===== config.mk =====
export PLATFORM = sky130hd
export DESIGN_NAME = dual_supply_reset_watchdog
export DESIGN_NICKNAME = d
export VERILOG_FILES = /design/src/core/input_sync.v /design/src/core/dual_supply_reset_watchdog.v
export VERILOG_INCLUDE_DIRS = /design/src /design/src/core
export SDC_FILE = /design/constraint.sdc
export NUM_CORES = 1
export LEC_CHECK = 0
export CAP_MARGIN = 40
export CORE_ASPECT_RATIO = 0.75
export CORE_MARGIN = 2
export CORE_UTILIZATION = 64
export CTS_BUF_LIST = sky130_fd_sc_hd__clkbuf_8
export CTS_CLUSTER_DIAMETER = 40
export DETAILED_ROUTE_END_ITERATION = 8
export DONT_BUFFER_PORTS = 1
export GPL_TIMING_DRIVEN = 0
export PLACE_DENSITY = 0.9
export SLEW_MARGIN = 20
export SYNTH_ARGS = -nofsm -noshare
export SYNTH_HDL_FRONTEND = slang
export SYNTH_SLANG_ARGS = --single-unit

===== constraint.sdc =====
create_clock -name clock -period 5.3 [get_ports clock]
set_input_delay 0.265 -clock clock [delete_from_list [all_inputs] [get_ports clock]]
set_output_delay 0.265 -clock clock [all_outputs]
set_load 0.01 [all_outputs]

===== src/core/supervisor_map.vh =====
// Constants and timing counts for the dual supply reset watchdog
`ifndef SUPERVISOR_MAP_VH
`define SUPERVISOR_MAP_VH

`define CLOCK_HZ          40000000
`define RESET_TIMEOUT_MS  140
`define WATCHDOG_TIMEOUT_MS 1600
`define RESET_TIMEOUT_CYC    ((`CLOCK_HZ / 1000) * `RESET_TIMEOUT_MS)
`define WATCHDOG_TIMEOUT_CYC ((`CLOCK_HZ / 1000) * `WATCHDOG_TIMEOUT_MS)
`define TIMER_WIDTH       32
`define SUPPLY_COUNT      2

`define ST_HOLD    2'h0
`define ST_DELAY   2'h1
`define ST_RUN     2'h2

`endif


===== src/core/input_sync.v =====
// Two flip-flop synchroniser for one asynchronous input
`timescale 1ns/1ps
module input_sync #(
    parameter RESET_VALUE = 1'b0
) (
    input  wire clock,
    input  wire reset_n,
    input  wire async_in,
    output reg  sync_out
);
    reg meta_r;

    always @(posedge clock or negedge reset_n) begin
        if (!reset_n) begin
            meta_r   <= RESET_VALUE;
            sync_out <= RESET_VALUE;
        end else begin
            meta_r   <= async_in;
            sync_out <= meta_r;
        end
    end
endmodule


===== src/core/dual_supply_reset_watchdog.v =====
// Dual supply supervisor with reset timeout and watchdog
`timescale 1ns/1ps
`include "supervisor_map.vh"
module dual_supply_reset_watchdog #(
    parameter [`TIMER_WIDTH-1:0] RESET_TIMEOUT_CYCLES    = `RESET_TIMEOUT_CYC,
    parameter [`TIMER_WIDTH-1:0] WATCHDOG_TIMEOUT_CYCLES = `WATCHDOG_TIMEOUT_CYC
) (
    input  wire                     clock,
    input  wire                     reset_n,
    input  wire [`SUPPLY_COUNT-1:0] supply_sense_in,
    input  wire                     manual_reset_request_n,
    input  wire                     watchdog_strobe_in,
    output reg                      reset_out,
    output reg                      reset_out_n
);
    reg                     rst_meta_r;
    reg                     rst_sync_n_r;
    wire [`SUPPLY_COUNT-1:0] sense_s;
    wire                    manual_n_s;
    wire                    strobe_s;
    reg                     strobe_prev_r;
    reg  [1:0]              state_r;
    reg  [1:0]              state_nxt;
    reg  [`TIMER_WIDTH-1:0] delay_cnt_r;
    reg  [`TIMER_WIDTH-1:0] delay_cnt_nxt;
    reg  [`TIMER_WIDTH-1:0] wd_cnt_r;
    reg  [`TIMER_WIDTH-1:0] wd_cnt_nxt;
    wire                    supplies_good;
    wire                    strobe_edge;
    wire                    fault;

    // State codes
    localparam [1:0] ST_HOLD  = `ST_HOLD;
    localparam [1:0] ST_DELAY = `ST_DELAY;
    localparam [1:0] ST_RUN   = `ST_RUN;

    // Reset release through two flops
    always @(posedge clock or negedge reset_n) begin
        if (!reset_n) begin
            rst_meta_r   <= 1'b0;
            rst_sync_n_r <= 1'b0;
        end else begin
            rst_meta_r   <= 1'b1;
            rst_sync_n_r <= rst_meta_r;
        end
    end

    genvar i;
    generate
        for (i = 0; i < `SUPPLY_COUNT; i = i + 1) begin : g_sense
            input_sync #(.RESET_VALUE(1'b0)) u_sense (
                .clock    (clock),
                .reset_n  (rst_sync_n_r),
                .async_in (supply_sense_in[i]),
                .sync_out (sense_s[i])
            );
        end
    endgenerate

    // Manual request resets high so reset is not held by the synchroniser
    input_sync #(.RESET_VALUE(1'b1)) u_manual (
        .clock    (clock),
        .reset_n  (rst_sync_n_r),
        .async_in (manual_reset_request_n),
        .sync_out (manual_n_s)
    );

    input_sync #(.RESET_VALUE(1'b0)) u_strobe (
        .clock    (clock),
        .reset_n  (rst_sync_n_r),
        .async_in (watchdog_strobe_in),
        .sync_out (strobe_s)
    );

    assign supplies_good = &sense_s;
    assign strobe_edge   = strobe_s ^ strobe_prev_r;
    assign fault         = !supplies_good || !manual_n_s;

    always @* begin
        state_nxt     = state_r;
        delay_cnt_nxt = delay_cnt_r;
        wd_cnt_nxt    = wd_cnt_r;
        case (state_r)
            ST_HOLD: begin
                delay_cnt_nxt = {`TIMER_WIDTH{1'b0}};
                if (!fault) begin
                    state_nxt = ST_DELAY;
                end
            end
            ST_DELAY: begin
                if (fault) begin
                    state_nxt = ST_HOLD;
                end else if (delay_cnt_r >= RESET_TIMEOUT_CYCLES - 1'b1) begin
                    state_nxt  = ST_RUN;
                    wd_cnt_nxt = {`TIMER_WIDTH{1'b0}};
                end else begin
                    delay_cnt_nxt = delay_cnt_r + 1'b1;
                end
            end
            ST_RUN: begin
                if (fault) begin
                    state_nxt = ST_HOLD;
                end else if (strobe_edge) begin
                    wd_cnt_nxt = {`TIMER_WIDTH{1'b0}};
                end else if (wd_cnt_r >= WATCHDOG_TIMEOUT_CYCLES - 1'b1) begin
                    // Expiry runs the full reset timeout again
                    state_nxt     = ST_DELAY;
                    delay_cnt_nxt = {`TIMER_WIDTH{1'b0}};
                end else begin
                    wd_cnt_nxt = wd_cnt_r + 1'b1;
                end
            end
            default: begin
                state_nxt = ST_HOLD;
            end
        endcase
    end

    // Outputs asserted from the first moment of power-up
    always @(posedge clock or negedge rst_sync_n_r) begin
        if (!rst_sync_n_r) begin
            state_r       <= ST_HOLD;
            delay_cnt_r   <= {`TIMER_WIDTH{1'b0}};
            wd_cnt_r      <= {`TIMER_WIDTH{1'b0}};
            strobe_prev_r <= 1'b0;
            reset_out     <= 1'b1;
            reset_out_n   <= 1'b0;
        end else begin
            state_r       <= state_nxt;
            delay_cnt_r   <= delay_cnt_nxt;
            wd_cnt_r      <= wd_cnt_nxt;
            strobe_prev_r <= strobe_s;
            reset_out     <= (state_nxt != ST_RUN);
            reset_out_n   <= (state_nxt == ST_RUN);
        end
    end
endmodule


# After elaboration in Yosys (flattened, before gate mapping)
# Index checks and enable logic that the tools add are counted.
[word_totals] out_inout_bits=2 regBits=79 elab_cells=60 input_bits=6
[classes] n_bitwise=1 reduce_logical=9 mux=19 n_lt_le_gt_ge=2 add_sub_neg=2 eq_ne=11
[op_table] cell="32-bit 2-to-1 mux" n=10
[op_table] cell="32-bit case mux with 3 select lines" n=1
[op_table] cell="32-bit by 1-bit adder with 32-bit output (second input constant)" n=2
[op_table] cell="32-bit case mux with 2 select lines" n=1
[op_table] cell="32-bit by 23-bit greater-or-equal comparator with 1-bit output (second input constant)" n=1
[op_table] cell="32-bit by 26-bit greater-or-equal comparator with 1-bit output (second input constant)" n=1
[op_table] cell="2-bit inequality test (second input constant)" n=7
[op_table] cell="2-bit 2-to-1 mux" n=6
[op_table] cell="2-bit case mux with 3 select lines" n=1
[op_table] cell="6-bit AND reduction" n=1
[op_table] cell="5-bit AND reduction" n=1
[op_table] cell="2-bit equality test (second input constant)" n=2
[op_table] cell="3-bit inequality test (second input constant)" n=1
[op_table] cell="3-bit nonzero test" n=1
[op_table] cell="2-bit by 1-bit equality test with 1-bit output (second input constant)" n=1
[op_table] cell="1-bit logical NOT" n=2
[op_table] cell="2-bit logical NOT" n=1
[op_table] cell="2-bit AND reduction" n=1
[op_table] cell="2-bit nonzero test" n=1
[op_table] cell="1-bit logical OR" n=1
[op_table] cell="1-bit bitwise XOR" n=1

# Longest topological paths before layout
# Gate-level depths: netlist (run 1).
[depth] word_depth=6 depth_mapped=9 depth_no_buf=8

# By module
# From an unflattened synthesis (run 1), not the netlist that was laid out.
[unflattened] hier_cells=388 hier_area_um2=3798.6
[by_module_without_submodules] module="dual_supply_reset_watchdog" instances=1 seq_area_each_um2=1778.0 area_per_inst_um2=3595.9 cells_each=380
[by_module_without_submodules] module="input_sync (g_sense[0].u_sense ...)" instances=3 seq_area_each_um2=50.0 area_per_inst_um2=50.0 cells_each=2
[by_module_without_submodules] module="input_sync (u_manual)" instances=1 seq_area_each_um2=52.6 area_per_inst_um2=52.6 cells_each=2

# Worst setup path after synthesis (run 1)
# Ideal clock, no wire load.
[synth_timing] path_kind="register -> register" start="register wd_cnt_r[19]" end="register delay_cnt_r[16]" arrival_time_ns=2.483 stages_incl_launch_ff=8 period_less_slack_ns=2.611 n_path_buf=1 path_slack_ns=2.689 setup_time_ns=0.127 required_ns=5.173 cell_sequence="dfrtp_1 or4_1 or4_4 a2111o_1 and3_1 buf_6 o211a_1 or2_2"
[synth_via] elab_chain_len=3
[synth_lines] item="start, declared" line="dual_supply_reset_watchdog.v:26" source="reg [`TIMER_WIDTH-1:0] wd_cnt_r;"
[synth_lines] item="start signal, assigned" line="dual_supply_reset_watchdog.v:124" source="wd_cnt_r <= {`TIMER_WIDTH{1'b0}};"
[synth_lines] item="start signal, assigned" line="dual_supply_reset_watchdog.v:131" source="wd_cnt_r <= wd_cnt_nxt;"
[synth_lines] item="32-bit by 26-bit greater-or-equal comparator with 1-bit output" line="dual_supply_reset_watchdog.v:105" source="end else if (wd_cnt_r >= WATCHDOG_TIMEOUT_CYCLES - 1'b1) begin"
[synth_lines] item="2-bit inequality test (no line)"
[synth_lines] item="6-bit AND reduction (no line)"
[synth_lines] item="end signal, assigned" line="dual_supply_reset_watchdog.v:123" source="delay_cnt_r <= {`TIMER_WIDTH{1'b0}};"
[synth_lines] item="end signal, assigned" line="dual_supply_reset_watchdog.v:130" source="delay_cnt_r <= delay_cnt_nxt;"
[synth_lines] item="end, declared" line="dual_supply_reset_watchdog.v:24" source="reg [`TIMER_WIDTH-1:0] delay_cnt_r;"
# Every way passes these cells.
# A chain may end at the register's enable or synchronous reset.

# Final worst setup path (run 1)
[layout_timing] start="register wd_cnt_r[0]" end="register wd_cnt_r[15]"
[layout_via] elab_chain_len=5 word_cells_on_any_way=8 cone_classes="add/sub: 1; order compare: 1; eq/ne: 1; mux: 4; reduce/logical: 1"
[layout_lines] item="32-bit by 1-bit adder with 32-bit output" line="dual_supply_reset_watchdog.v:110" source="wd_cnt_nxt = wd_cnt_r + 1'b1;"
[layout_lines] item="32-bit 2-to-1 mux" line="dual_supply_reset_watchdog.v:105"
[layout_lines] item="32-bit 2-to-1 mux" line="dual_supply_reset_watchdog.v:103" source="end else if (strobe_edge) begin"
[layout_lines] item="32-bit 2-to-1 mux" line="dual_supply_reset_watchdog.v:101" source="if (fault) begin"
[layout_lines] item="32-bit case mux with 2 select lines" line="dual_supply_reset_watchdog.v:83" source="case (state_r)"
# Several ways; a longest one is shown, not always the timed one. The select of a mux whose other input is x is not followed.

==> reports/qor.txt, run 1 <==
Outcome: completed
Commonest register cell after synthesis: sky130_fd_sc_hd__dfrtp_1
Total clock sinks: 79
Setup tns final: 0 ns
Endpoint type of the worst setup path: flop
Switch share: 22.7%
Clk_lat worst skew: 0.36 ns
Nets in the synthesized netlist: 441
Worst Tran Pin Value: 0.833 ns
Max-cap check violation count: 0
Most common cell on crit path: sky130_fd_sc_hd__o21ai_0
Top layer reached by signal wires: met4
Global-route wire length before repair: 16400 µm
Worst clock skew: 0.00966 ns
Number of buffers on the longest clock path: 2
Worst Setup Start Kind: flop
Largest fanout on the critical path: 10
Die Outline Area: 7090 µm²
EDFF count, synth: 0
Leak Pwr: 1.93 nW
Number of buffers created by CTS: 9
Synth async-reset ratio: 100%
Post-route met1 wirelength: 4300 µm
Number of nets in the layout: 458
Average detailed-routed wire length per instance: 18.1 µm
Post-synthesis sequential element count: 79
Clock tree from TritonCTS: built
Fraction of layout cells with a size suffix above 1: 7.47%
Synthesis-to-layout area growth: 9.82%
Setup Crit Path Kind: reg -> reg
Portion of total power attributed to combinational logic: 2.4%
First-pass DRT Iterations: 7
Total number of vias: 3640
Worst min path class: in -> async
Launch point of the worst reg-to-reg path: wd_cnt_r[0]
Met3 routed WL: 988 µm
Max Freq: 316 MHz
Max-slew headroom: 44.2%
Cell internal power dissipation: 883 µW
Via count of the first global-routing pass: 3383
Chip height: 73.4 µm
Clock transition time at the flip-flop clock pins of the worst setup and hold paths: 0.08 ns
Power per unit of standard cell area: 253 nW/µm²
Clock tree root driver cell: sky130_fd_sc_hd__clkbuf_8
Post-Place Setup Slack: 2.26 ns
Fillers: 435
Number of DRC markers in iteration 0: 518
Overall Global Routing Usage: 30.3%
Final worst setup slack: 2.14 ns
Top-Level Pins: 8
Initial antenna violation count: 0
Synthesized cell area: 4120 µm²
Die X-Extent: 96.6 µm
Total area of sequential cells: 1980 µm²
DRT Wirelength: 9720 µm
Origin of the worst setup path: wd_cnt_r[0]
Cell with the largest stage delay on the worst path: sky130_fd_sc_hd__or4_1
Sequential element share of the synthesized area: 48.1%
Arrival time at the worst endpoint: 3.44 ns
Shortest period the worst path allows: 3.16 ns
Mean cell area of the mapped netlist: 9.50 µm²
Count of synthesis-stage warnings from yosys: 0
Clk pwr share: 43.8%
Setup Viol. Count Final: 0
Cell chain of the critical path: ha_1 > nand4_1 > or4_1 > a21oi_1 > o21ai_0 > clkbuf_1 > o21ai_0 > mux2i_1
Required time reported for the critical path endpoint: 5.57 ns
Met2 wire len: 4310 µm
Worst Hold Margin: 0.125 ns
Floorplan core area: 6260 µm²
Number of instances in the synthesized netlist: 433
Final routed DRC violation total: 0
Multi-input logic area: 1980 µm²
Effective utilization at floorplan: 65.8%
Synth unique cells: 50
Number of rows created at floorplan: 25
Antenna diodes: 0
Count of antenna-violating nets left after detailed routing: 0
GRT overflow: 0
Peak per-stage delay on the critical path: 0.66 ns
Seq pwr share: 53.8%
GP Congestion: 0.854
Net Sw Power: 260 µW
Setup repair after global routing missed its margin: false
Part of the cycle the worst path needs: 59.6%
Hold Vio Cnt, Final: 0
Total number of H-tree levels: 3
Number of max-slew violations in the final report: 0
IR drop worst, VDD: 239 µV
Pin count of the biggest net entering global routing: 49
Count of input and output buffers: 0
Post-CTS Repair Setup Buffers: 0
DP HPWL: 6520 µm
Ratio of routed vias to standard cells: 6.79
==> worst paths after layout <==
kind / to / slack [ns] / cells after the start
setup / recovery: wd_cnt_r[15] / 2.14 / 8
hold / removal: rst_sync_n_r / 0.13 / 1
setup reg to reg: wd_cnt_r[15] / 2.14 / 8
hold reg to reg: delay_cnt_r[15] / 0.27 / 0
max in group asynchronous: reset_out / 4.41 / 1
min in group clock: g_sense[1].u_sense.sync_out / 0.35 / 0
==> state kept, by name, summed over array words and instances, names as in the netlist <==
register	flops
u_strobe.meta_r	1
delay_cnt_r	32
g_sense.u_sense.sync_out	2
rst_meta_r	1
state_r	2
u_manual.meta_r	1
u_strobe.sync_out	1
rst_sync_n_r	1
wd_cnt_r	32
reset_out	1
reset_out_n	1
u_manual.sync_out	1
strobe_prev_r	1
g_sense.u_sense.meta_r	2
==> per-stage QoR <==
step           std cells  total power [mW]  utilization, %  area, µm²
2_1_floorplan        433             0.641               -       4120
3_3_place_gp         514             0.647            67.4       4220
3_5_place_dp         515             0.652            67.9       4250
4_1_cts              536              1.15            72.2       4520
5_1_grt              536              1.17            72.2       4520
6_report             536              1.14            72.2       4520
==> logic make-up (layout without fill, tap and decap cells) <==
group,after synthesis,after routing,synth area share [%]
simple gates,202,202,27.6
buf+inv,39,61,3.86
fa+ha+maj,2,2,0.608
xor+xnor,1,1,0.213
flops,79,79,48.1
mux,12,12,2.92
other cells,1,1,0.0911
compound gates,97,97,16.5
==> timing repair <==
| item | CTS | global route |
|---|---|---|
| hold endpoints to repair | 6 | 0 |
| hold buffers | 5 | 0 |
| resized for setup | 0 | 0 |
| endpoints found under the setup margin | 0 | 0 |
==> cells in the mapped netlist (2+ instances only) <==
master,count,area (µm²)
sky130_fd_sc_hd__a211o_1,3,26.3
sky130_fd_sc_hd__a211oi_1,2,15.0
sky130_fd_sc_hd__a21o_1,2,15.0
sky130_fd_sc_hd__a21oi_1,27,135
sky130_fd_sc_hd__a22o_1,5,43.8
sky130_fd_sc_hd__a31oi_1,2,12.5
sky130_fd_sc_hd__and2_1,11,68.8
sky130_fd_sc_hd__and3_1,8,50.1
sky130_fd_sc_hd__and4_1,7,61.3
sky130_fd_sc_hd__buf_2,4,20.0
sky130_fd_sc_hd__clkbuf_1,18,67.6
sky130_fd_sc_hd__dfrtp_1,76,1900
sky130_fd_sc_hd__dfstp_2,3,78.8
sky130_fd_sc_hd__ha_1,2,25.0
sky130_fd_sc_hd__inv_1,15,56.3
sky130_fd_sc_hd__mux2i_1,12,120
sky130_fd_sc_hd__nand2_1,42,158
sky130_fd_sc_hd__nand2b_1,4,25.0
sky130_fd_sc_hd__nand3_1,44,220
sky130_fd_sc_hd__nand3b_1,13,97.6
sky130_fd_sc_hd__nand4_1,11,68.8
sky130_fd_sc_hd__nor2_1,15,56.3
sky130_fd_sc_hd__nor2b_1,2,12.5
sky130_fd_sc_hd__nor3_1,6,30.0
sky130_fd_sc_hd__nor4_1,6,37.5
sky130_fd_sc_hd__nor4bb_1,2,20.0
sky130_fd_sc_hd__o2111ai_1,4,35.0
sky130_fd_sc_hd__o211a_1,2,20.0
sky130_fd_sc_hd__o211ai_1,17,128
sky130_fd_sc_hd__o21a_1,2,15.0
sky130_fd_sc_hd__o21ai_0,11,55.1
sky130_fd_sc_hd__o21ba_2,3,30.0
sky130_fd_sc_hd__o22ai_1,7,43.8
sky130_fd_sc_hd__o2bb2ai_1,3,26.3
sky130_fd_sc_hd__o31ai_1,2,15.0
sky130_fd_sc_hd__or2_2,3,18.8
sky130_fd_sc_hd__or3_1,5,31.3
sky130_fd_sc_hd__or4_1,20,150
==> area by class of cell <==
class	instances	area share [%]
Inverter	15	1.25
Sequential cell	79	43.9
Multi-Input combinational cell	315	43.7
Timing Repair Buffer	6	1.72
Clock buffer	9	2.74
Tap cell	81	2.24
Clock inverter	7	2.16
Buffer	24	2.27
==> routing by layer <==
metal / global-route usage, % / up-vias
li1: - / 1662
met1: 45.1 / 1764
met2: 42.2 / 201
met3: 9.95 / 13
met4: 10.0 / 0
met5: 0 / -
==> cells in the final DEF (no fill, tap or decap), types with 4 or more instances in the layout <==
cell | netlist | final
sky130_fd_sc_hd__a22o_1 | 5 | 5
sky130_fd_sc_hd__nand3_1 | 44 | 44
sky130_fd_sc_hd__o211ai_1 | 17 | 17
sky130_fd_sc_hd__buf_2 | 4 | 4
sky130_fd_sc_hd__nand2_1 | 42 | 42
sky130_fd_sc_hd__nand2b_1 | 4 | 4
sky130_fd_sc_hd__a21oi_1 | 27 | 27
sky130_fd_sc_hd__o22ai_1 | 7 | 7
sky130_fd_sc_hd__and3_1 | 8 | 8
sky130_fd_sc_hd__clkbuf_8 | 0 | 9
sky130_fd_sc_hd__dlygate4sd3_1 | 0 | 5
sky130_fd_sc_hd__or3_1 | 5 | 5
sky130_fd_sc_hd__dfrtp_1 | 76 | 75
sky130_fd_sc_hd__mux2i_1 | 12 | 12
sky130_fd_sc_hd__and2_1 | 11 | 11
sky130_fd_sc_hd__and4_1 | 7 | 7
sky130_fd_sc_hd__nor4_1 | 6 | 6
sky130_fd_sc_hd__inv_1 | 15 | 16
sky130_fd_sc_hd__o21ai_0 | 11 | 11
sky130_fd_sc_hd__nor3_1 | 6 | 6
sky130_fd_sc_hd__clkbuf_1 | 18 | 18
sky130_fd_sc_hd__o2111ai_1 | 4 | 4
sky130_fd_sc_hd__nand4_1 | 11 | 11
sky130_fd_sc_hd__or4_1 | 20 | 20
sky130_fd_sc_hd__nor2_1 | 15 | 15
sky130_fd_sc_hd__nand3b_1 | 13 | 13
==> worst max-delay path: cells and delay by family, from the launching register on <==
kind | cells | cell delay [ns]
flops | 1 | 0.43
buf+inv | 1 | 0.31
fa+ha+maj | 1 | 0.24
mux | 1 | 0.26
simple gates | 2 | 0.88
compound gates | 3 | 0.95
==> power groups by stage <==
| stage | Sequential, mW | Clock [mW] | Combinational [mW] |
|---|---|---|---|
| after floorplan | 0.630 | 0 | 0.0112 |
| after global placement | 0.633 | 0 | 0.0147 |
| after global routing | 0.616 | 0.526 | 0.0315 |
| after detailed placement | 0.627 | 0 | 0.0247 |
| after CTS | 0.615 | 0.503 | 0.0278 |
| final | 0.615 | 0.500 | 0.0278 |
Power figures use the tool's default switching activity.
==> run 2, diff against run 1 <==
==> constraint.sdc (replaced) <==
create_clock -name clock -period 3 [get_ports clock]
set_input_delay 0.15 -clock clock [delete_from_list [all_inputs] [get_ports clock]]
set_output_delay 0.15 -clock clock [all_outputs]
set_load 0.01 [all_outputs]
==> reports/qor.txt, run 2 (synthesis gave the netlist of run 1 again) <==
First-pass DRT Iterations: 5
GRT overflow: 0
Overall Global Routing Usage: 30.3%
Total number of vias: 3683
Worst clock skew: 0.0114 ns
Fraction of layout cells with a size suffix above 1: 8.79%
Max-slew headroom: 49.1%
Registers with the most flip-flops: delay_cnt_r x32, wd_cnt_r x32
Via count of the first global-routing pass: 3384
Chip height: 73.4 µm
Clock tree root driver cell: sky130_fd_sc_hd__clkbuf_8
Number of buffers on the longest clock path: 2
Max-cap check violation count: 0
Most common cell on crit path: sky130_fd_sc_hd__or4_1
Largest fanout on the critical path: 10
Average detailed-routed wire length per instance: 18.2 µm
Peak per-stage delay on the critical path: 0.60 ns
Clk_lat worst skew: 0.36 ns
Power per unit of standard cell area: 445 nW/µm²
Setup Viol. Count Final: 0
Global-route wire length before repair: 16300 µm
Setup Crit Path Kind: reg -> reg
DP HPWL: 6520 µm
Ratio of routed vias to standard cells: 6.87
Total number of H-tree levels: 3
Worst Reg-to-Reg Cells: 7
DRT Wirelength: 9760 µm
Max Freq: 349 MHz
Most common cell after layout, fill and taps aside: sky130_fd_sc_hd__dfrtp_1
Worst Setup Start Kind: flop
Worst reg-to-reg setup slack: 0.13 ns
Commonest cells after routing, fill and taps aside: sky130_fd_sc_hd__dfrtp_1, sky130_fd_sc_hd__nand3_1, sky130_fd_sc_hd__nand2_1
Launch point of the worst reg-to-reg path: wd_cnt_r[19]
Required time reported for the critical path endpoint: 3.24 ns
Hold Vio Cnt, Final: 0
Outcome: completed
Synthesis-to-layout area growth: 10.3%
Shortest period the worst path allows: 2.87 ns
Post-CTS Repair Setup Buffers: 0
Part of the cycle the worst path needs: 95.6%
Endpoint type of the worst setup path: flop
Number of rows created at floorplan: 25
Cell Area, Placed: 4250 µm²
Die Outline Area: 7090 µm²
Number of buffers created by CTS: 9
Total clock sinks: 79
Layout Cell Area excl Fill: 4540 µm²
Leak Pwr: 1.95 nW
Number of nets in the layout: 458
Count of antenna-violating nets left after detailed routing: 0
Top-Level Pins: 8
Worst Tran Pin Value: 0.764 ns
Clock transition time at the flip-flop clock pins of the worst setup and hold paths: 0.08 ns
End point of the critical path: delay_cnt_r[14]
Cell chain of the critical path: or4_1 > or4_4 > a2111o_1 > nand3_1 > clkbuf_1 > or4_1 > nand2_1
Number of max-slew violations in the final report: 0
Floorplan core area: 6260 µm²
Origin of the worst setup path: wd_cnt_r[19]
Arrival time at the worst endpoint: 3.11 ns
Number of DRC markers in iteration 0: 530
Worst min path class: in -> async
Effective utilization at floorplan: 65.8%
Antenna diodes: 0
GP Congestion: 0.854
Destination of the worst register-to-register timing path: delay_cnt_r[14]
IR drop worst, VDD: 423 µV
Pin count of the biggest net entering global routing: 49
Initial antenna violation count: 0
Cell with the largest stage delay on the worst path: sky130_fd_sc_hd__or4_1
Count of input and output buffers: 0
Final routed DRC violation total: 0
Final Total Pwr: 2.02 mW
Clock tree from TritonCTS: built
Die X-Extent: 96.6 µm
[run 2: area by class of cell]
cell class	instances	area (µm²)
multi-input cells	315	1990
flip-flops and latches	79	1980
fillers	431	1720
clock buffers	9	124
plain buffers	24	109
well taps	81	101
clock inverters	7	97.6
repair buffers	6	77.6
inverters	15	56.3
[run 2: stage by stage]
step / setup WS (ns) / hold slack, ns / utilization (%) / cells / TNS [ns]
5_1_grt: -0.00274 / 0.00355 / 72.5 / 536 / -0.00274
4_1_cts: 0.0135 / 0.00228 / 72.2 / 536 / 0
3_5_place_dp: -0.0373 / -0.146 / 67.9 / 515 / -0.0373
3_3_place_gp: -0.129 / -0.146 / 67.4 / 514 / -9.17
2_1_floorplan: 0.389 / -0.146 / - / 433 / 0
6_report: 0.133 / 0.0138 / 72.5 / 536 / 0
[run 2: layer usage]
layer | global-route usage, % | part of all wire (%)
met5 | 0 | 0
met4 | 10.0 | 1.5
met1 | 45.0 | 43
met2 | 42.2 | 45
met3 | 9.95 | 10
[run 2: critical path: cells and delay by family (launching register included)]
family	cells	cell delay, ns
flip-flops	1	0.43
buffers and inverters	1	0.39
AND/OR/NAND/NOR	5	1.51
AO/OA/AOI/OAI	1	0.41
[run 2: report_power, final]
part	switching, mW	internal (mW)
Clock	0.411	0.471
Sequential	0.0120	1.07
Combinational	0.0343	0.0154
[run 2: timing repair]
item	in CTS	in global routing
hold buffers	5	0
gates cloned	0	0
gates resized for setup	1	10
hold endpoints to repair	6	0
endpoints found under the setup margin	1	41
[run 2: worst min-delay path by stage]
stage / from / endpoint / slack (ns) / cells past startpoint
2_1_floorplan: reset_n / rst_meta_r / -0.15 / 0
3_3_place_gp: reset_n / rst_meta_r / -0.15 / 0
4_1_cts: reset_n / rst_sync_n_r / 0.002 / 1
5_1_grt: reset_n / rst_meta_r / 0.004 / 1
3_5_place_dp: reset_n / rst_meta_r / -0.15 / 0
6_report: reset_n / rst_sync_n_r / 0.01 / 1
==> run 3, diff against run 2 <==
--- a/config.mk
+++ b/config.mk
@@ -8,7 +8,6 @@
 export LEC_CHECK = 0
 export CAP_MARGIN = 40
 export CORE_ASPECT_RATIO = 0.75
-export CORE_MARGIN = 2
 export CORE_UTILIZATION = 64
 export CTS_BUF_LIST = sky130_fd_sc_hd__clkbuf_8
 export CTS_CLUSTER_DIAMETER = 40
@@ -16,6 +15,8 @@
 export DONT_BUFFER_PORTS = 1
 export GPL_TIMING_DRIVEN = 0
 export PLACE_DENSITY = 0.9
+export RECOVER_POWER = 50
+export SKIP_CTS_REPAIR_TIMING = 1
 export SLEW_MARGIN = 20
 export SYNTH_ARGS = -nofsm -noshare
 export SYNTH_HDL_FRONTEND = slang
==> reports/qor.txt, run 3 (synthesis gave the netlist of run 1 again) <==
Outcome: completed
Shortest period the worst path allows: 2.93 ns
Clk pwr share: 43.7%
Worst reg-to-reg setup slack: 0.07 ns
GR Layer Usage met3: 10.7%
Most common cell after layout, fill and taps aside: sky130_fd_sc_hd__dfrtp_1
Setup Crit Path Kind: reg -> reg
Part of the cycle the worst path needs: 97.8%
Final worst setup slack: 0.0662 ns
Die X-Extent: 94.6 µm
Net Sw Power: 453 µW
Seq pwr share: 54.0%
Post-Place Setup Slack: 0.0229 ns
Floorplan core area: 6010 µm²
Number of buffers created by CTS: 9
Number of DRC markers in iteration 0: 565
Synthesis-to-layout area growth: 9.33%
Average detailed-routed wire length per instance: 18.3 µm
Portion of total power attributed to combinational logic: 2.3%
Setup Viol. Count Final: 0
Cell internal power dissipation: 1.56 mW
Total number of H-tree levels: 3
Overall Global Routing Usage: 31.5%
DP HPWL: 6600 µm
Power per unit of standard cell area: 446 nW/µm²
Setup tns final: 0 ns
Total clock sinks: 79
Number of buffers on the longest clock path: 2
GRT overflow: 0
Max-cap check violation count: 0
Clk_lat worst skew: 0.36 ns
Layout Cell Area excl Fill: 4500 µm²
Total number of vias: 3673
Fraction of layout cells with a size suffix above 1: 8.57%
GP Congestion: 0.897
Hold Vio Cnt, Final: 0
Die Outline Area: 6760 µm²
Layer with the highest usage: met1
Max-slew headroom: 16.6%
Max Freq: 341 MHz
Number of nets in the layout: 458
Endpoint type of the worst setup path: flop
IR drop worst, VDD: 473 µV
Worst Hold Margin: 0.0203 ns
Top-Level Pins: 8
Pin count of the biggest net entering global routing: 52
Antenna diodes: 0
Final routed DRC violation total: 0
Count of input and output buffers: 0
Worst clock skew: 0.0131 ns
Cell Area, Placed: 4240 µm²
Clock tree root driver cell: sky130_fd_sc_hd__clkbuf_8
Commonest cells after routing, fill and taps aside: sky130_fd_sc_hd__dfrtp_1, sky130_fd_sc_hd__nand3_1, sky130_fd_sc_hd__nand2_1
Worst min path class: in -> async
First-pass DRT Iterations: 5
Via count of the first global-routing pass: 3229
Registers with the most flip-flops: delay_cnt_r x32, wd_cnt_r x32
Switch share: 22.6%
Largest fanout on the critical path: 10
DRT Wirelength: 9740 µm
Destination of the worst register-to-register timing path: wd_cnt_r[29]
Clock transition time at the flip-flop clock pins of the worst setup and hold paths: 0.09 ns
Global routing usage on met1: 49.9%
Count of antenna-violating nets left after detailed routing: 0
Worst Reg-to-Reg Cells: 8
Met2 Track Usage GR: 40.5%
Clock tree from TritonCTS: built
Global-route wire length before repair: 16000 µm
Ratio of routed vias to standard cells: 6.89
Number of rows created at floorplan: 24
Leak Pwr: 1.93 nW
Initial antenna violation count: 0
Launch point of the worst reg-to-reg path: wd_cnt_r[19]
Worst Setup Start Kind: flop
Arrival time at the worst endpoint: 3.19 ns
Number of max-slew violations in the final report: 0
Effective utilization at floorplan: 68.5%
Required time reported for the critical path endpoint: 3.25 ns
Worst Tran Pin Value: 1.25 ns
Chip height: 71.4 µm
Setup repair after global routing missed its margin: true
## run 3: cell types whose count changed in the layout (fill, tap and decap cells not counted), sizes merged
| cell | previous run | this run |
|---|---|---|
| clkinv | 2 | 3 |
| inv | 17 | 16 |
## run 3: worst max-delay path, cell delays in order, from the launching register on
cell	delay, ns
sky130_fd_sc_hd__dfrtp_1	0.46
sky130_fd_sc_hd__or4_1	0.59
sky130_fd_sc_hd__or4_4	0.54
sky130_fd_sc_hd__a21oi_1	0.22
sky130_fd_sc_hd__o21a_1	0.21
sky130_fd_sc_hd__buf_2	0.22
sky130_fd_sc_hd__buf_2	0.27
sky130_fd_sc_hd__a21oi_1	0.10
sky130_fd_sc_hd__o21ba_2	0.22
## run 3: power groups by stage
stage | clock network [mW] | registers [mW] | logic [mW]
floorplan | 0 | 1.11 | 0.0198
global placement | 0 | 1.12 | 0.0261
detailed placement | 0 | 1.11 | 0.0442
CTS | 0.886 | 1.09 | 0.0445
global route | 0.924 | 1.09 | 0.0530
finish | 0.878 | 1.08 | 0.0470
## run 3: how the worst max path moves through the flow
stage                      endpoint  slack [ns]          from  cells after the start
floorplan           delay_cnt_r[16]        0.39  wd_cnt_r[19]                      7
global placement    delay_cnt_r[25]       -0.12  rst_sync_n_r                      0
detailed placement     wd_cnt_r[15]        0.02   wd_cnt_r[0]                      8
CTS                    wd_cnt_r[15]       -0.02   wd_cnt_r[0]                      8
global route           wd_cnt_r[15]       -0.02  wd_cnt_r[19]                      7
finish                 wd_cnt_r[29]        0.07  wd_cnt_r[19]                      8
## run 3: final cells by class
class | instances | area, µm²
plain buffers | 24 | 106
clock buffers | 9 | 124
clock inverters | 7 | 95.1
fillers | 414 | 1510
inverters | 15 | 56.3
multi-input cells | 315 | 1980
flip-flops and latches | 79 | 1980
well taps | 78 | 97.6
repair buffers | 6 | 55.1
## run 3: routing by layer
layer	part of all wire, %	routed length (µm)
met2	42	4070
met4	2.3	221
met3	11	1090
met5	0	0
met1	45	4360
## run 3: per-stage QoR
step	util, %	power [mW]	instances
2_1_floorplan	-	1.13	433
3_3_place_gp	70.1	1.14	511
3_5_place_dp	70.7	1.15	512
4_1_cts	74.3	2.02	528
5_1_grt	74.9	2.06	533
6_report	74.9	2.01	533
